===== config.mk =====
export PLATFORM = sky130hd
export DESIGN_NAME = stim_step_one
export DESIGN_NICKNAME = d
export VERILOG_FILES = /design/src/rtl/stim_cfg_pkg.sv /design/src/rtl/stim_step_one.sv
export SDC_FILE = /design/constraint.sdc
export NUM_CORES = 1
export LEC_CHECK = 0
export BUFFER_PORTS_ARGS = -buffer_cell sky130_fd_sc_hd__buf_2
export CAP_MARGIN = 20
export CORE_ASPECT_RATIO = 0.75
export CORE_MARGIN = 2
export CORE_UTILIZATION = 40
export CTS_BUF_LIST = sky130_fd_sc_hd__clkbuf_2
export DETAILED_ROUTE_END_ITERATION = 10
export PLACE_DENSITY = 0.68
export SYNTH_ARGS = -nofsm -noshare
export SYNTH_HDL_FRONTEND = slang
export SYNTH_SLANG_ARGS = --single-unit
export TNS_END_PERCENT = 10

===== constraint.sdc =====
create_clock -name ref_clk_i -period 2.5 [get_ports ref_clk_i]
set_input_delay 0.25 -clock ref_clk_i [delete_from_list [all_inputs] [get_ports ref_clk_i]]
set_output_delay 0.25 -clock ref_clk_i [all_outputs]
set_load 0.02 [all_outputs]

===== src/rtl/stim_cfg_pkg.sv =====
// Purpose: Shared constants for the first stimulus step configuration block
// Assumes: 200 MHz core clock
// Notes:   Offsets are the serial management register addresses
// ============================================================
// Register map and fields
package stim_cfg_pkg;
	localparam logic [7:0] ADDR_DETECT_TIMING = 8'h31;
	localparam logic [7:0] ADDR_RESPONSE      = 8'h32;
	localparam logic [7:0] RESET_DETECT_TIMING = 8'h00;
	localparam logic [7:0] RESET_RESPONSE      = 8'h00;
	localparam int TIMER_BEHAVIOUR_POS = 6;
	localparam int DELAY_SELECT_LSB    = 3;
	localparam int TRIGGER_SELECT_LSB  = 0;
	localparam int REPLY_MAG_LSB       = 4;
	localparam int REPLY_KIND_LSB      = 0;

	// ============================================================
	// Trigger select codes
	localparam logic [2:0] TRIG_VBUS_BEFORE_SWITCH = 3'h0;
	localparam logic [2:0] TRIG_DP_ABOVE           = 3'h1;
	localparam logic [2:0] TRIG_DP_IN_BAND         = 3'h2;
	localparam logic [2:0] TRIG_DM_ABOVE           = 3'h3;
	localparam logic [2:0] TRIG_RESERVED_A         = 3'h4;
	localparam logic [2:0] TRIG_RESERVED_B         = 3'h5;
	localparam logic [2:0] TRIG_DP_BELOW           = 3'h6;
	localparam logic [2:0] TRIG_VBUS_AFTER_SWITCH  = 3'h7;

	// ============================================================
	// Reply kind and magnitude codes
	localparam logic [3:0] KIND_REMOVE     = 4'h0;
	localparam logic [3:0] KIND_RESERVED_A = 4'h5;
	localparam logic [3:0] KIND_RESERVED_B = 4'h8;
	localparam logic [3:0] KIND_RESERVED_C = 4'hb;
	localparam logic [3:0] MAG_RESERVED    = 4'hf;

	// ============================================================
	// Timing
	localparam int CLOCK_HZ        = 200_000_000;
	localparam int MS_PER_SECOND   = 1000;
	localparam int CYCLES_PER_MS   = CLOCK_HZ / MS_PER_SECOND;
	localparam int DELAY_CODE0_MS  = 0;
	localparam int DELAY_CODE1_MS  = 1;
	localparam int DELAY_CODE2_MS  = 5;
	localparam int DELAY_CODE3_MS  = 10;
	localparam int DELAY_CODE4_MS  = 20;
	localparam int DELAY_CODE5_MS  = 40;
	localparam int DELAY_CODE6_MS  = 80;
	localparam int DELAY_CODE7_MS  = 100;

	// Delay select code to milliseconds
	function automatic logic [6:0] delay_ms(input logic [2:0] code);
		logic [6:0] ms;
		ms = 7'(DELAY_CODE0_MS);
		unique case (code)
			3'h0: ms = 7'(DELAY_CODE0_MS);
			3'h1: ms = 7'(DELAY_CODE1_MS);
			3'h2: ms = 7'(DELAY_CODE2_MS);
			3'h3: ms = 7'(DELAY_CODE3_MS);
			3'h4: ms = 7'(DELAY_CODE4_MS);
			3'h5: ms = 7'(DELAY_CODE5_MS);
			3'h6: ms = 7'(DELAY_CODE6_MS);
			3'h7: ms = 7'(DELAY_CODE7_MS);
		endcase
		return ms;
	endfunction : delay_ms
endpackage : stim_cfg_pkg


===== src/rtl/stim_step_one.sv =====
// Purpose: First stimulus step configuration registers and its sequencer
// Assumes: Loader writes come from the emulation engine on ref_clk_i
// Notes:   Comparator and power inputs are pins and are synchronised
//
// Functional notes
// - Read-only register 0x31, 8 bits, top bit always reads zero.
// - Delay codes 000, 001, 010 select 0, 1 and 5 ms.
// - Delay codes 011 to 111 select 10, 20, 40, 80, 100 ms.
// - Timer bit: apply at once and hold, or apply after qualified detection.
// - Trigger 000: bus voltage before switch closes; step waits for it.
// - Trigger 001: positive data line above threshold is the stimulus.
// - Trigger 100, 101 reserved; 010, 011, 110 compare data lines; 111 (bus after switch) always hits.
// - Reply magnitude in upper nibble of 0x32, meaning depends on reply kind.
// - Reserved field values are refused; the field keeps its old value.
// - Registers are filled from internal memory for the active profile.
// - Register 0x31 is lost in sleep and reloaded on resume.
// - Reply kind 0000 removes any reply from both data lines.
`timescale 1ns/10ps
`default_nettype none

module stim_step_one
	import stim_cfg_pkg::*;
#(
	parameter int MS_CYCLES = CYCLES_PER_MS
) (
	input  wire logic       ref_clk_i,
	input  wire logic       nrst_i,
	input  wire logic       load_valid_i,
	input  wire logic [7:0] load_addr_i,
	input  wire logic [7:0] load_data_i,
	input  wire logic       sleep_i,
	input  wire logic [7:0] rd_addr_i,
	input  wire logic       step_start_i,
	input  wire logic       vbus_present_i,
	input  wire logic       switch_closed_i,
	input  wire logic       dp_above_i,
	input  wire logic       dp_in_band_i,
	input  wire logic       dm_above_i,
	output logic      [7:0] rd_data_o,
	output logic            reply_active_o,
	output logic      [3:0] reply_kind_o,
	output logic      [3:0] reply_magnitude_o,
	output logic            step_done_o,
	output logic            step_busy_o
);
	// ============================================================
	// State
	typedef enum logic [2:0] {IDLE, WAIT_STIM, QUALIFY, HOLD, DONE} seq_t;

	typedef struct packed {
		logic [6:0]  timing;      // Bit 7 of 0x31 is not stored
		logic [7:0]  response;
		seq_t        seq;
		logic [17:0] prescale;
		logic [6:0]  ms_count;
		logic [4:0]  sync1;
		logic [4:0]  sync2;
		logic        reply_active;
		logic [3:0]  reply_kind;
		logic [3:0]  reply_mag;
		logic        done;
		logic        busy;        // Registered so the pin comes straight from a flop
		logic [7:0]  rd_data;
	} state_t;

	state_t st;
	state_t next_st;

	logic       vbus_s;
	logic       switch_s;
	logic       dp_above_s;
	logic       dp_band_s;
	logic       dm_above_s;
	logic       stim_hit;
	logic       delay_over;
	logic       hold_mode;
	logic [2:0] trig_sel;
	logic [2:0] new_trig;
	logic [3:0] new_kind;
	logic [3:0] new_mag;

	// Only the second synchroniser stage feeds logic
	assign {vbus_s, switch_s, dp_above_s, dp_band_s, dm_above_s} = st.sync2;
	assign trig_sel  = st.timing[TRIGGER_SELECT_LSB +: 3];
	assign hold_mode = st.timing[TIMER_BEHAVIOUR_POS];
	assign new_trig  = load_data_i[TRIGGER_SELECT_LSB +: 3];
	assign new_kind  = load_data_i[REPLY_KIND_LSB +: 4];
	assign new_mag   = load_data_i[REPLY_MAG_LSB +: 4];

	// ============================================================
	// Stimulus condition decode
	always_comb begin
		stim_hit = 1'b0;
		unique case (trig_sel)
			TRIG_VBUS_BEFORE_SWITCH: stim_hit = vbus_s & ~switch_s;
			TRIG_DP_ABOVE:           stim_hit = dp_above_s;
			TRIG_DP_IN_BAND:         stim_hit = dp_band_s;
			TRIG_DM_ABOVE:           stim_hit = dm_above_s;
			TRIG_DP_BELOW:           stim_hit = ~dp_above_s;
			// Bus after switch does not hold the step back
			TRIG_VBUS_AFTER_SWITCH:  stim_hit = 1'b1;
			// Reserved codes can never be stored, so they never trigger
			TRIG_RESERVED_A,
			TRIG_RESERVED_B:         stim_hit = 1'b0;
		endcase
	end

	// Delay reached when whole milliseconds reach or pass the selected figure
	assign delay_over = (st.ms_count >= delay_ms(st.timing[DELAY_SELECT_LSB +: 3]));

	// ============================================================
	// Next state
	always_comb begin
		next_st       = st;
		next_st.sync1 = {vbus_present_i, switch_closed_i, dp_above_i, dp_in_band_i, dm_above_i};
		next_st.sync2 = st.sync1;
		next_st.done  = 1'b0;

		// Loader writes, reserved values refused field by field
		if (load_valid_i && load_addr_i == ADDR_DETECT_TIMING) begin
			next_st.timing[TIMER_BEHAVIOUR_POS] = load_data_i[TIMER_BEHAVIOUR_POS];
			next_st.timing[DELAY_SELECT_LSB +: 3] = load_data_i[DELAY_SELECT_LSB +: 3];
			if (new_trig != TRIG_RESERVED_A && new_trig != TRIG_RESERVED_B) begin
				next_st.timing[TRIGGER_SELECT_LSB +: 3] = new_trig;
			end
		end
		if (load_valid_i && load_addr_i == ADDR_RESPONSE) begin
			if (new_kind != KIND_RESERVED_A && new_kind != KIND_RESERVED_B &&
			    new_kind != KIND_RESERVED_C) begin
				next_st.response[REPLY_KIND_LSB +: 4] = new_kind;
			end
			if (new_mag != MAG_RESERVED) begin
				next_st.response[REPLY_MAG_LSB +: 4] = new_mag;
			end
		end
		// Sleep drops the detect settings; the engine reloads on resume
		if (sleep_i) begin
			next_st.timing = RESET_DETECT_TIMING[6:0];
		end

		// Millisecond timebase, runs only while a delay is counted
		if (st.seq == QUALIFY || st.seq == HOLD) begin
			if (st.prescale == 18'(MS_CYCLES - 1)) begin
				next_st.prescale = '0;
				next_st.ms_count = st.ms_count + 7'h01;
			end else begin
				next_st.prescale = st.prescale + 18'h00001;
			end
		end else begin
			next_st.prescale = '0;
			next_st.ms_count = '0;
		end

		// Step sequencer
		unique case (st.seq)
			IDLE: begin
				if (step_start_i && !sleep_i) begin
					next_st.seq = WAIT_STIM;
				end
			end
			WAIT_STIM: begin
				if (stim_hit) begin
					if (hold_mode) begin
						// Reply goes out at once and is held for the delay
						next_st.reply_kind   = st.response[REPLY_KIND_LSB +: 4];
						next_st.reply_mag    = st.response[REPLY_MAG_LSB +: 4];
						next_st.reply_active = (st.response[REPLY_KIND_LSB +: 4] != KIND_REMOVE);
						next_st.seq          = HOLD;
					end else begin
						next_st.seq = QUALIFY;
					end
				end
			end
			QUALIFY: begin
				if (!stim_hit) begin
					// Stimulus dropped before the delay ran out: start over
					next_st.seq = WAIT_STIM;
				end else if (delay_over) begin
					next_st.reply_kind   = st.response[REPLY_KIND_LSB +: 4];
					next_st.reply_mag    = st.response[REPLY_MAG_LSB +: 4];
					next_st.reply_active = (st.response[REPLY_KIND_LSB +: 4] != KIND_REMOVE);
					next_st.seq          = DONE;
				end
			end
			HOLD: begin
				if (delay_over) begin
					if (!stim_hit) begin
						next_st.reply_active = 1'b0;
					end
					next_st.seq = DONE;
				end
			end
			DONE: begin
				next_st.done = 1'b1;
				next_st.seq  = IDLE;
			end
			default: next_st.seq = IDLE;
		endcase
		if (sleep_i) begin
			next_st.seq = IDLE;
		end
		// Busy follows the state that is about to be entered, so it lines up with seq
		next_st.busy = (next_st.seq != IDLE);

		// Registered read port, unmapped addresses read zero
		if (rd_addr_i == ADDR_DETECT_TIMING) begin
			next_st.rd_data = {1'b0, st.timing};
		end else if (rd_addr_i == ADDR_RESPONSE) begin
			next_st.rd_data = st.response;
		end else begin
			next_st.rd_data = 8'h00;
		end
	end

	// ============================================================
	// State register
	always_ff @(posedge ref_clk_i or negedge nrst_i) begin
		if (!nrst_i) begin
			st <= '{timing: RESET_DETECT_TIMING[6:0], response: RESET_RESPONSE, seq: IDLE,
			        default: '0};
		end else begin
			st <= next_st;
		end
	end

	assign rd_data_o         = st.rd_data;
	assign reply_active_o    = st.reply_active;
	assign reply_kind_o      = st.reply_kind;
	assign reply_magnitude_o = st.reply_mag;
	assign step_done_o       = st.done;
	assign step_busy_o       = st.busy;
endmodule : stim_step_one

`default_nettype wire


Word level (Yosys, flattened, before mapping)
Memory sizes are Yosys's and may differ from the RTL's.
Index checks and enable logic that the tools add are counted.
- register bits: 72
- latch bits: 0
- memory bits (writable): 0
- memory bits (read-only): 56
- input port bits: 34
- memories kept: 1
- add/sub/neg operators: 2
- multipliers: 0
- div/mod/pow operators: 0
- order comparisons: 1
- equal/unequal tests: 29
- shift operators: 0
- muxes and demuxes: 25
- bitwise logic cells: 3
- reductions and logical operators: 22
- memories (memory ; words ; width ; rd ports ; clocked after memory_dff ; wr ports ; RTL line ; text):
    (name not given) ; 8 ; 7 ; 1 ; 0 ; 0 ; stim_cfg_pkg.sv:54 ; unique case (code)
- operators with widths (operator ; count):
    2-to-1 mux 9 bit ; 4
    == test 8 x 6 -> 1 bit, second input constant ; 4
    2-to-1 mux 25 bit ; 1
    2-to-1 mux 7 bit ; 3
    adder 18 x 1 -> 18 bit, second input constant ; 1
    == test 18 bit, second input constant ; 1
    2-to-1 mux 18 bit ; 1
    2-to-1 mux 3 bit ; 6
    2-to-1 mux 8 bit ; 2
    one-hot mux 8 bit (2 select lines) ; 1
    == test 3 bit, second input constant ; 5
    == test 3 x 2 -> 1 bit, second input constant ; 4
    != test 2 bit, second input constant ; 6
    != test 4 bit, second input constant ; 3
    one-hot mux 3 bit (4 select lines) ; 1
    adder 7 x 1 -> 7 bit, second input constant ; 1
    >= comparator 7 bit ; 1
    one-hot mux 1 bit (7 select lines) ; 1
    AND reduction 7 bit ; 1
    == test 3 x 1 -> 1 bit, second input constant ; 2
    logical AND 1 bit ; 6
    logical NOT 3 bit ; 2
    != test 3 bit, second input constant ; 2
    AND reduction 2 bit ; 3
    other kinds (13) ; 20

Depth between registers and ports, before layout
Gate-level depths: netlist of run 1.
- depth in word-level cells: 7
- mapped depth: 9

Worst setup path before layout of run 1
No wires, ideal clock.
- path type: reg2reg
- start: register st[68] in the netlist's numbering
- end: register st (netlist bit reply_kind_o[0])
- arrival: 2.372 ns
- data required time: 2.375 ns
- setup slack: 0.003 ns
- cell stages (with the launch flop): 10
- buffers on the path: 0
- period minus slack after synthesis: 2.497 ns
- cells stage by stage: dfrtp_1 > inv_1 > ha_1 > nor2_1 > ha_1 > nand2b_1 > a211o_1 > a211oi_2 > a2111oi_4 > mux2_2
- cells in the longest elaborated chain, start to end: 4
- RTL lines (element ; RTL line ; text):
    start, declared ; stim_step_one.sv:66 ; state_t st;
    start signal, assigned ; stim_step_one.sv:219 ; st <= '{timing: RESET_DETECT_TIMING[6:0], response: RESET_RESPONSE, seq: IDLE,
    start signal, assigned ; stim_step_one.sv:222 ; st <= next_st;
    memory (8 x 7 bit) ; -- ;
    >= comparator 7 bit ; stim_step_one.sv:109 ; assign delay_over = (st.ms_count >= delay_ms(st.timing[DELAY_SELECT_LSB +: 3]));
    != test 2 bit (no source line) ; -- ;
    AND reduction 5 bit (no source line) ; -- ;
Every way passes these cells.
A chain may end at the register's enable or synchronous reset.

Worst setup path in the final report of run 1
- start: register st[68] in the netlist's numbering
- end: register st (netlist bit reply_magnitude_o[3])
The elaborated chain is that of the path after synthesis.

==> results of run 1 <==
[critical path, cell delays in order (launching register included)]
cell and delay [ps]:
dfrtp_1 460, inv_2 80, ha_4 270, nor2_1 40, ha_1 290, nand2b_4 140, a211o_1 260, a211oi_2 320
a2111oi_4 120, buf_4 190, mux2_4 290
[stage by stage]
step	TNS, ps	hold WS [ps]	worst slack, ps
6_report	-292.3	131.6	-44.55
5_1_grt	-1116	81.27	-142.5
4_1_cts	0	85.54	8.364
3_5_place_dp	-414.5	334.7	-54.72
3_3_place_gp	0	333.0	1.292
2_1_floorplan	0	-45.59	3.387
[flip-flops by register name, indices dropped and copies added, names as in the netlist]
register and count:
dm_above_s 1, dp_above_s 1, dp_band_s 1, hold_mode 1, next_st 5, rd_data_o 8
reply_active_o 1, reply_kind_o 4, reply_magnitude_o 4, st 44, step_busy_o 1, step_done_o 1
[cell type report]
type,count,area share
Clock buffer,9,0.01073
Clock inverter,7,0.01461
Inverter,9,0.008050
Multi-Input combinational cell,214,0.3715
Sequential cell,72,0.4296
Tap cell,108,0.03220
Timing Repair Buffer,85,0.1333
[worst max path at each step]
| stage | end | depth (start not counted) |
|---|---|---|
| floorplan | reply_kind_o[0] | 9 |
| global placement | reply_magnitude_o[0] | 10 |
| detailed placement | reply_magnitude_o[0] | 10 |
| CTS | reply_magnitude_o[0] | 11 |
| global route | reply_magnitude_o[0] | 10 |
| finish | reply_magnitude_o[3] | 10 |
[layout by cell type (no fill, tap or decap), types with 4 or more instances in the layout]
master,count
inv_1,8
nor4_1,9
nand3_1,16
o21ai_0,4
dlygate4sd3_1,16
buf_4,14
a22o_1,7
clkbuf_2,9
xnor2_1,13
nor3b_1,5
nor3_1,6
ha_1,8
mux2i_1,6
buf_2,52
nand2_1,19
nor2_1,40
dfrtp_1,71
xor2_1,10
mux2_4,8
nand4_1,7
mux2_2,4
[repair_timing]
item	CTS	global route
hold buffers	16	0
gates resized for setup	1	23
pin swaps	4	12
hold endpoints to repair	91	0
setup endpoints to repair	8	11
buffers inserted	4	2
[per-layer routing]
layer	wire length, um	GRT usage
met5	0	0
met4	112	0.05499
met3	323	0.04838
met2	3164	0.2350
met1	3419	0.2250
[logic make-up after synthesis]
logic type / count (synthesis) / share of synthesized area
adder cells (fa/ha/maj): 12 / 0.04330
flip-flops: 72 / 0.5197
AND/OR/NAND/NOR: 123 / 0.1808
AO/OA/AOI/OAI: 37 / 0.08517
XOR/XNOR: 23 / 0.05810
multiplexers: 19 / 0.05955
buffers and inverters: 33 / 0.05341
[power by group through the flow]
stage | sequential [mW] | clock, mW | combinational (mW)
2_1_floorplan | 1.23 | 0 | 0.0613
3_3_place_gp | 1.23 | 0 | 0.119
3_5_place_dp | 1.23 | 0 | 0.123
4_1_cts | 1.21 | 0.649 | 0.141
5_1_grt | 1.22 | 0.705 | 0.160
6_report | 1.21 | 0.625 | 0.141
==> metrics.md, run 1 <==
| Metric | Value |
|---|---|
| Status | `finished with violations` |
| Failing checks | `negative setup slack` |
| Top post-synthesis cells by count | `72 x dfrtp_1, 40 x nor2_1, 19 x nand2_1, 16 x buf_4, 16 x nand3_1` |
| P_int | `1.479 mW` |
| Grt total ovfl | `0` |
| Final wirelength | `7019 um` |
| Largest net degree at the start of global routing | `73` |
| Die X | `111.5 um` |
| RSZ-0062 raised after global routing | `yes` |
| Area share of the largest cell type after synthesis | `0.5197` |
| Switching share of power | `0.2530` |
| Antenna violations before repair | `0` |
| Hold WC Path Type | `in2reg` |
| Pwr Density | `471.9 nW/um^2` |
| Clock Sinks | `72` |
| Register area | `1803 um^2` |
| Worst reg2reg path depth | `10` |
| # setup viols final | `8` |
| CP Data Arrival Time | `2960 ps` |
| Full die area | `9436 um^2` |
| Comb pwr share | `0.071` |
| Max frequency | `393.0 MHz` |
| Dpl cell area | `3801 um^2` |
| Flop pwr share | `0.613` |
| Synth warn | `0` |
| Worst-path fanout max | `4` |
| Starting Density | `0.4101` |
| Root Driver | `clkbuf_2` |
| Layout cells sized above 1 | `0.2753` |
| Seq/Total Area, Yosys | `0.5197` |
| Min Clock Period, post-route | `2545 ps` |
| I/O Buffers | `52` |
| Cell taking the most area after synthesis | `dfrtp_1` |
| Hold Path Origin | `load_addr_i[1]` |
| Die height | `84.63 um` |
| Synth Area per Inst | `10.87 um^2` |
| Worst Max-Slew Pin Slew | `879.5 ps` |
| Cells after Synth | `319` |
| Final hold violations | `0` |
| Final Non-Filler Cells | `504` |
| Worst R2R Setup Slack | `-40 ps` |
| Rows | `29` |
| Critical R2R Capture | `reply_magnitude_o[3]` |
| Average wire per standard cell | `13.93 um` |
| Via count | `2573` |
| Drc violations | `0` |
| Tot Pwr | `1.980 mW` |
| Post-synth EDFFs | `0` |
| Seq cells post-synth | `72` |
| Worst reg2reg path startpoint | `st[68]` |
| Final nets | `437` |
| Psw | `0.5010 mW` |
| CP required | `2910 ps` |
| First-pass GRT wire length | `11900 um` |
| Peak VDD IR | `0.3409 mV` |
| TritonCTS clock tree | `done` |
| H-tree depth | `3` |
| Multi-input gate area | `1559 um^2` |
| Detailed Routing Iterations Pass 1 | `4` |
| Post-route setup slack | `-44.55 ps` |
| Crit path capture type | `flop` |
| Cts bufs inserted | `9` |
| Slew Limit Fails | `0` |
| Clock Skews | `16.85 ps` |
| Clock group share of total power | `0.316` |
| DR iter-0 viols | `92` |
| Antenna Cells | `0` |
| GRT Overall Usage | `0.1594` |
| GPL Wtd Cong | `0.7892` |
| Rel. slew slack | `0.4136` |
| Count leader, synth | `dfrtp_1` |
| Clk pin slew, worst setup/hold paths | `190 ps` |
| Fin area | `4197 um^2` |
| Max Cap Violations | `0` |
| Io pins | `53` |
| Placed insts | `467` |
| CTS max path bufs | `2` |
| Remaining antenna violation count after routing | `0` |
| Static leakage | `1.900 nW` |
| Syn Nets | `365` |
| Critical Path Start | `st[68]` |
| Setup crit start kind | `flop` |
| Worst Hold Depth | `3` |
| Type of the worst setup path | `reg2reg` |
| Synth cell types | `46` |
| Dpl hpwl | `4886 um` |
| FILL cells | `748` |
| Core Region | `8454 um^2` |
| Layout Utilization | `0.4964` |
| Worst Hold End | `st[63]` |
| Number of global-route vias before repair | `2468` |
| P&R area growth vs syn | `21.04%` |
| Top post-synthesis cells by area | `dfrtp_1 52%, ha_1 4.3%, nor2_1 4.3%, mux2_2 3.9%, buf_4 3.5%` |
| Via/cell ratio | `5.105` |
| Main synth FF type | `dfrtp_1` |
| Worst-Skew Late Latency | `510 ps` |
| Mapped Area | `3467 um^2` |
| Period Utilization, post-route | `1.018` |
| Post-synth ARST share | `1.000` |
(Power assumes the default switching activity.)
==> run 2, diff against run 1 <==
--- a/config.mk
+++ b/config.mk
@@ -9,10 +9,10 @@
 export CAP_MARGIN = 20
 export CORE_ASPECT_RATIO = 0.75
 export CORE_MARGIN = 2
-export CORE_UTILIZATION = 40
+export CORE_UTILIZATION = 39
 export CTS_BUF_LIST = sky130_fd_sc_hd__clkbuf_2
 export DETAILED_ROUTE_END_ITERATION = 10
-export PLACE_DENSITY = 0.68
+export PLACE_DENSITY = 0.67
 export SYNTH_ARGS = -nofsm -noshare
 export SYNTH_HDL_FRONTEND = slang
 export SYNTH_SLANG_ARGS = --single-unit
==> run 2 against run 1 <==
  * The run ends with design-rule violations, negative setup slack left
  * Power is 1.8% higher
  * Highest routed layer unchanged
  * Core utilization decreased by 1.5 points
  * Sequential share of layout area up 0.73 points
  * Die area rose by 2.5%
  * Critical endpoint unchanged
==> metrics.md, run 2 (synthesis gave the netlist of run 1 again) <==
| Metric | Value |
|---|---|
| Pwr Density | `488.9 nW/um^2 (was 471.9 nW/um^2)` |
| Number of global-route vias before repair | `2417 (was 2468)` |
| Die height | `85.66 um (was 84.63 um)` |
| Status | `finished with violations (unchanged)` |
| CTS max path bufs | `2 (unchanged)` |
| # setup viols final | `7 (was 8)` |
| Largest net degree at the start of global routing | `73 (unchanged)` |
| GRT Overall Usage | `0.1523 (was 0.1594)` |
| Layout cells sized above 1 | `0.2545 (was 0.2753)` |
| Setup crit start kind | `flop (unchanged)` |
| Detailed Routing Iterations Pass 1 | `7 (was 4)` |
| Fin area | `4124 um^2 (was 4197 um^2)` |
| Worst-Skew Late Latency | `540 ps (was 510 ps)` |
| TritonCTS clock tree | `done (unchanged)` |
| Max reg flops | `44 (unchanged)` |
| DRT met1 WL | `3420 um (was 3419 um)` |
| Hold WC Path Type | `in2reg (unchanged)` |
| Psw | `0.5319 mW (was 0.5010 mW)` |
| Critical R2R Capture | `reply_magnitude_o[3] (unchanged)` |
| Grt total ovfl | `0 (unchanged)` |
| Worst Max-Slew Pin Slew | `907.8 ps (was 879.5 ps)` |
| Clock Skews | `19.83 ps (was 16.85 ps)` |
| Rel. slew slack | `0.3948 (was 0.4136)` |
| Io pins | `53 (unchanged)` |
| FILL cells | `784 (was 748)` |
| Commonest non-fill, non-tap cells in the layout | `72 x dfrtp_1, 52 x buf_2, 38 x nor2_1 (was 71 x dfrtp_1, 52 x buf_2, 40 x nor2_1)` |
| Type of the worst setup path | `reg2reg (unchanged)` |
| Antenna Cells | `0 (unchanged)` |
| Final Non-Filler Cells | `501 (was 504)` |
| Met3 wire length | `257 um (was 323 um)` |
| Critical Path Start | `st[69] (was st[68])` |
| Via/cell ratio | `5.138 (was 5.105)` |
| GPL Wtd Cong | `0.8306 (was 0.7892)` |
| Top sig layer | `met4 (unchanged)` |
| First-pass GRT wire length | `11490 um (was 11900 um)` |
| H-tree depth | `3 (unchanged)` |
| Worst R2R Setup Slack | `-30 ps (was -40 ps)` |
| Cts bufs inserted | `9 (unchanged)` |
| CP required | `2940 ps (was 2910 ps)` |
| Die X | `112.9 um (was 111.5 um)` |
| Via count | `2574 (was 2573)` |
| Core Region | `8563 um^2 (was 8454 um^2)` |
| Min Clock Period, post-route | `2529 ps (was 2545 ps)` |
| Worst reg2reg path startpoint | `st[69] (was st[68])` |
| Clk pin slew, worst setup/hold paths | `210 ps (was 190 ps)` |
| P_int | `1.484 mW (was 1.479 mW)` |
| Max frequency | `395.5 MHz (was 393.0 MHz)` |
| Full die area | `9668 um^2 (was 9436 um^2)` |
| Max Cap Violations | `0 (unchanged)` |
| Static leakage | `1.865 nW (was 1.900 nW)` |
| Average wire per standard cell | `14.27 um (was 13.93 um)` |
| Largest Register | `st (unchanged)` |
| P&R area growth vs syn | `18.95% (was 21.04%)` |
| Peak VDD IR | `0.2949 mV (was 0.3409 mV)` |
| Met2 wire length | `3339 um (was 3164 um)` |
| Placed insts | `466 (was 467)` |
| Final nets | `434 (was 437)` |
| Slew Limit Fails | `0 (unchanged)` |
| Worst reg2reg path depth | `10 (unchanged)` |
| Crit path capture type | `flop (unchanged)` |
| Rows | `29 (unchanged)` |
| Switching share of power | `0.2638 (was 0.2530)` |
| Most common cell after layout, fill and taps aside | `dfrtp_1 (unchanged)` |
| Root Driver | `clkbuf_2 (unchanged)` |
| Worst-path fanout max | `8 (was 4)` |
| Antenna violations before repair | `0 (unchanged)` |
| Period Utilization, post-route | `1.011 (was 1.018)` |
| Setup TNS | `-140.5 ps (was -292.3 ps)` |
| Drc violations | `4 (was 0)` |
| Starting Density | `0.4049 (was 0.4101)` |
| Failing checks | `design-rule violations, negative setup slack (was negative setup slack)` |
| Setup crit end | `reply_magnitude_o[3] (unchanged)` |
| Final hold violations | `0 (unchanged)` |
| Clock Sinks | `72 (unchanged)` |
| Post-route setup slack | `-28.54 ps (was -44.55 ps)` |
| RSZ-0062 raised after global routing | `yes (unchanged)` |
| Crit path largest cell delay | `450 ps (was 460 ps)` |
| Worst path cell trace | `buf_4 > ha_4 > nor2_2 > ha_1 > nand2b_1 > a211o_1 > a211oi_4 > a2111oi_4 > buf_6 > mux2_2 (was inv_2 > ha_4 > nor2_1 > ha_1 > nand2b_4 > a211o_1 > a211oi_2 > a2111oi_4 > buf_4 > mux2_4)` |
| I/O Buffers | `52 (unchanged)` |
| Dpl hpwl | `4940 um (was 4886 um)` |
| Clock group share of total power | `0.329 (was 0.316)` |
| Comb pwr share | `0.069 (was 0.071)` |
| DR iter-0 viols | `171 (was 92)` |
| Final wirelength | `7148 um (was 7019 um)` |
| Remaining antenna violation count after routing | `0 (unchanged)` |
| Flop pwr share | `0.602 (was 0.613)` |
| Dpl cell area | `3794 um^2 (was 3801 um^2)` |
| Slowest CP cell | `dfrtp_1 (unchanged)` |
| CP Data Arrival Time | `2970 ps (was 2960 ps)` |
[run 2: through the flow]
step | hold slack, ps | util | power, mW | setup WS (ps)
2_1_floorplan | -45.59 | - | 1.287 | 3.387
3_3_place_gp | 332.1 | 0.4430 | 1.353 | -11.76
3_5_place_dp | 339.3 | 0.4430 | 1.357 | -66.90
4_1_cts | 33.95 | 0.4790 | 2.044 | 13.37
5_1_grt | 52.98 | 0.4816 | 2.099 | -114.5
6_report | 54.17 | 0.4816 | 2.016 | -28.54
[run 2: how the worst min path moves through the flow]
stage	startpoint	end	slack, ps	depth (start not counted)
2_1_floorplan	nrst_i	dm_above_s	-50	0
3_3_place_gp	next_st[21]	dp_above_s	330	0
3_5_place_dp	next_st[19]	dm_above_s	340	0
4_1_cts	step_start_i	step_busy_o	30	3
5_1_grt	step_start_i	step_busy_o	50	3
6_report	step_start_i	step_busy_o	50	3
[run 2: power by group through the flow]
stage                     Sequential, mW  Clock [mW]  Combinational (mW)
final                               1.21       0.663               0.139
after global routing                1.22       0.724               0.155
after CTS                           1.21       0.689               0.141
after detailed placement            1.24           0               0.122
after global placement              1.23           0               0.119
after floorplan                     1.23           0              0.0613
[run 2: area by class of cell]
cell class,instances,area (um^2),area share
inverters,9,33.78,0.008192
repair buffers,82,531.8,0.1289
well taps,108,135.1,0.03277
flip-flops and latches,72,1802,0.4369
clock buffers,9,45.04,0.01092
clock inverters,7,71.32,0.01729
multi-input cells,214,1505,0.3650
[run 2: worst max-delay path, delay by kind of cell (launching register included)]
family | cells | cell delay, ps
multiplexers | 1 | 270
AO/OA/AOI/OAI | 3 | 700
adder cells (fa/ha/maj) | 2 | 520
flip-flops | 1 | 450
AND/OR/NAND/NOR | 2 | 170
buffers and inverters | 2 | 320
[run 2: timing repair]
| action | CTS | global route |
|---|---|---|
| buffers inserted | 1 | 1 |
| resized for setup | 3 | 2 |
| endpoints found under the setup margin | 8 | 9 |
| pin swaps | 4 | 4 |
| endpoints found under the hold margin | 92 | 0 |
| hold buffers | 17 | 0 |
[run 2: per-layer routing]
layer | track usage | vias to the layer above
li1 | - | 1254
met1 | 0.2041 | 1263
met2 | 0.2333 | 48
met3 | 0.04099 | 9
met4 | 0.06984 | 0
met5 | 0 | -
==> run 3, diff against run 2 <==
--- a/config.mk
+++ b/config.mk
@@ -5,6 +5,7 @@
 export SDC_FILE = /design/constraint.sdc
 export NUM_CORES = 1
 export LEC_CHECK = 0
+export ABC_AREA = 1
 export BUFFER_PORTS_ARGS = -buffer_cell sky130_fd_sc_hd__buf_2
 export CAP_MARGIN = 20
 export CORE_ASPECT_RATIO = 0.75
@@ -12,7 +13,7 @@
 export CORE_UTILIZATION = 39
 export CTS_BUF_LIST = sky130_fd_sc_hd__clkbuf_2
 export DETAILED_ROUTE_END_ITERATION = 10
-export PLACE_DENSITY = 0.67
+export PLACE_DENSITY = 0.66
 export SYNTH_ARGS = -nofsm -noshare
 export SYNTH_HDL_FRONTEND = slang
 export SYNTH_SLANG_ARGS = --single-unit
==> run 3 against run 2 <==
  * The run now ends clean
  * Largest cell class unchanged
  * Critical path type unchanged
  * Cell count increased by 26%
  * Fmax up 13%
  * Synthesized cell count rose by 39%
  * Sequential cell count did not move
  * First-iteration DRC count decreased by 8.8%
  * Count of clock-buffer cells in the layout rose by 2
  * Hold slack worse by 22 ps
  * Global-route usage up 0.74 points
==> metrics.md, run 3 <==
| Metric | Value |
|---|---|
| Die height | `88.98 um (was 85.66 um)` |
| Type of the worst setup path | `reg2reg (unchanged)` |
| Placed insts | `603 (was 466)` |
| Worst path cell trace | `inv_1 > ha_1 > mux2i_1 > ha_1 > nand2_1 > nor2_1 > nand3_1 > nand4_1 > nand3_4 > nand2_1 > o21ai_2 (was buf_4 > ha_4 > nor2_2 > ha_1 > nand2b_1 > a211o_1 > a211oi_4 > a2111oi_4 > buf_6 > mux2_2)` |
| Core Region | `9196 um^2 (was 8563 um^2)` |
| Count leader, synth | `nand2_1 (was dfrtp_1)` |
| Worst-Skew Late Latency | `540 ps (about the same)` |
| Fin area | `4239 um^2 (was 4124 um^2)` |
| First-pass GRT wire length | `13180 um (was 11490 um)` |
| Cts bufs inserted | `9 (unchanged)` |
| Largest net degree at the start of global routing | `35 (was 73)` |
| CP Buf/Inv Count | `1 (was 2)` |
| Final hold violations | `0 (unchanged)` |
| Antenna Cells | `0 (unchanged)` |
| Worst-path fanout max | `16 (was 8)` |
| H-tree depth | `3 (unchanged)` |
| Met1 global-route usage | `0.2264 (was 0.2041)` |
| Die X | `117.3 um (was 112.9 um)` |
| Clk pin slew, worst setup/hold paths | `180 ps (was 210 ps)` |
| Peak VDD IR | `0.3113 mV (was 0.2949 mV)` |
| Average wire per standard cell | `12.60 um (was 14.27 um)` |
| CP top delay family | `simple AND/OR/NAND/NOR gates (was compound AO/OA/AOI/OAI gates)` |
| Main synth FF type | `dfrtp_1 (unchanged)` |
| TritonCTS clock tree | `done (unchanged)` |
| Final wirelength | `7938 um (was 7148 um)` |
| FILL cells | `924 (was 784)` |
| I/O Buffers | `52 (unchanged)` |
| Top post-synthesis cells by count | `102 x nand2_1, 72 x dfrtp_1, 51 x inv_1, 46 x nor2_1, 27 x nand3_1 (was 72 x dfrtp_1, 40 x nor2_1, 19 x nand2_1, 16 x buf_4, 16 x nand3_1)` |
| Hold WC Path Type | `in2reg (unchanged)` |
| Min Clock Period, post-route | `2230 ps (was 2529 ps)` |
| Dpl hpwl | `6017 um (was 4940 um)` |
| Pwr Density | `493.9 nW/um^2 (was 488.9 nW/um^2)` |
| Root Driver | `clkbuf_2 (unchanged)` |
| CP required | `2930 ps (was 2940 ps)` |
| Status | `finished, final reports clean (was finished with violations)` |
| # setup viols final | `0 (was 7)` |
| Most common cell after layout, fill and taps aside | `nand2_1 (was dfrtp_1)` |
| Slew Limit Fails | `0 (unchanged)` |
| Crit path largest cell delay | `430 ps (was 450 ps)` |
| GRT Overall Usage | `0.1597 (was 0.1523)` |
| Rel. slew slack | `0.4615 (was 0.3948)` |
| GR Util met3 | `0.05038 (was 0.04099)` |
| Worst Max-Slew Pin Slew | `795.2 ps (was 907.8 ps)` |
| Via count | `3003 (was 2574)` |
| GPL Wtd Cong | `0.8775 (was 0.8306)` |
| Seq/Total Area, Yosys | `0.4798 (was 0.5197)` |
| Number of global-route vias before repair | `2735 (was 2417)` |
| Detailed Routing Iterations Pass 1 | `4 (was 7)` |
| Final Non-Filler Cells | `630 (was 501)` |
| Period Utilization, post-route | `0.8919 (was 1.011)` |
| CTS max path bufs | `2 (unchanged)` |
| Top post-synthesis cells by area | `dfrtp_1 48%, nand2_1 10%, inv_1 5.1%, nor2_1 4.6%, ha_1 4.0% (was dfrtp_1 52%, ha_1 4.3%, nor2_1 4.3%, mux2_2 3.9%, buf_4 3.5%)` |
| Levels on crit path | `11 (was 10)` |
| Max Cap Violations | `0 (unchanged)` |
| Worst reg2reg path depth | `11 (was 10)` |
| Clock Skews | `30.06 ps (was 19.83 ps)` |
| Layout cells sized above 1 | `0.1972 (was 0.2545)` |
| Post-synth EDFFs | `0 (unchanged)` |
| Area share of the largest cell type after synthesis | `0.4798 (was 0.5197)` |
| Setup TNS | `0 ps (was -140.5 ps)` |
| Max frequency | `448.5 MHz (was 395.5 MHz)` |
| Antenna violations before repair | `0 (unchanged)` |
| GRT busiest layer | `met2 (unchanged)` |
| RSZ-0062 raised after global routing | `no (was yes)` |
| Remaining antenna violation count after routing | `0 (unchanged)` |
| Clock Sinks | `72 (unchanged)` |
| Worst Hold Depth | `3 (unchanged)` |
| Io pins | `53 (unchanged)` |
| Static leakage | `2.074 nW (was 1.865 nW)` |
| Starting Density | `0.4083 (was 0.4049)` |
| Syn Nets | `489 (was 365)` |
| Slowest CP cell | `dfrtp_1 (unchanged)` |
| GR Util met2 | `0.2344 (was 0.2333)` |
| Hold slack | `32.07 ps (was 54.17 ps)` |
| Grt total ovfl | `0 (unchanged)` |
| Full die area | `10440 um^2 (was 9668 um^2)` |
| P&R area growth vs syn | `12.90% (was 18.95%)` |
| Max reg flops | `44 (unchanged)` |
| Synth Area per Inst | `8.476 um^2 (was 10.87 um^2)` |
| Crit path capture type | `flop (unchanged)` |
| Synth cell types | `37 (was 46)` |
| Dpl cell area | `4026 um^2 (was 3794 um^2)` |
| Seq cells post-synth | `72 (unchanged)` |
| Layout Utilization | `0.4610 (was 0.4816)` |
| Final nets | `543 (was 434)` |
| Synth warn | `0 (unchanged)` |
| Largest Register | `st (unchanged)` |
| Cell taking the most area after synthesis | `dfrtp_1 (unchanged)` |
| Commonest non-fill, non-tap cells in the layout | `102 x nand2_1, 72 x dfrtp_1, 52 x buf_2 (was 72 x dfrtp_1, 52 x buf_2, 38 x nor2_1)` |
| Setup crit start kind | `flop (unchanged)` |
| Drc violations | `0 (was 4)` |
| Mapped Area | `3755 um^2 (was 3467 um^2)` |
| DR iter-0 viols | `156 (was 171)` |
| CP Data Arrival Time | `2660 ps (was 2970 ps)` |
| Post-synth ARST share | `1.000 (unchanged)` |
| Cells after Synth | `443 (was 319)` |
| Via/cell ratio | `4.767 (was 5.138)` |
| Rows | `30 (was 29)` |
-- run 3: where the power goes --
part | switching [mW] | leakage [nW] | total (mW) | internal, mW
clock | 0.403 | 0.0708 | 0.633 | 0.230
combinational | 0.143 | 1.05 | 0.228 | 0.0858
sequential | 0.0242 | 0.958 | 1.23 | 1.21
-- run 3: worst min-delay path, delay by kind of cell --
kind	cells	cell delay (ps)
buf+inv	1	90
compound gates	2	180
-- run 3: timing repair --
action / 4_1_cts / 5_1_grt
gates resized for setup: 0 / 0
setup buffers: 0 / 0
endpoints found under the hold margin: 86 / 0
hold buffers: 11 / 0
-- run 3: final cells by class --
type / instances / area [um^2] / area share
Clock buffer: 11 / 55.05 / 0.01299
Clock inverter: 5 / 47.55 / 0.01122
Inverter: 55 / 206.4 / 0.04870
Multi-Input combinational cell: 293 / 1575 / 0.3716
Sequential cell: 72 / 1802 / 0.4250
Tap cell: 128 / 160.2 / 0.03778
Timing Repair Buffer: 66 / 392.9 / 0.09268
-- run 3: worst paths after layout --
path                                 from              end  slack (ps)
setup / recovery                   st[68]  reply_kind_o[3]         270
hold / removal             load_data_i[2]           st[67]          30
setup reg to reg                   st[68]  reply_kind_o[3]         270
hold reg to reg               next_st[21]       dp_above_s         360
max in group asynchronous          nrst_i           st[22]        1790
min in group asynchronous          nrst_i      next_st[19]          60
-- run 3: layer usage --
metal  vias to the layer above  routed length [um]
li1                       1528                   -
met1                      1405                3877
met2                        62                3404
met3                         8                 564
met4                         0                  91
met5                         -                   0
-- run 3: cell families after synthesis --
group	Yosys count	share of synthesized area
AO/OA/AOI/OAI	45	0.07564
multiplexers	1	0.002666
adder cells (fa/ha/maj)	12	0.03999
AND/OR/NAND/NOR	225	0.2779
XOR/XNOR	10	0.02333
flip-flops	72	0.4798
buffers and inverters	78	0.1006
-- run 3: per-stage QoR --
step / worst slack [ps] / power [mW]
2_1_floorplan: 496.1 / 1.400
3_3_place_gp: 401.4 / 1.466
3_5_place_dp: 306.6 / 1.471
4_1_cts: 281.7 / 2.114
5_1_grt: 84.49 / 2.191
6_report: 270.3 / 2.094
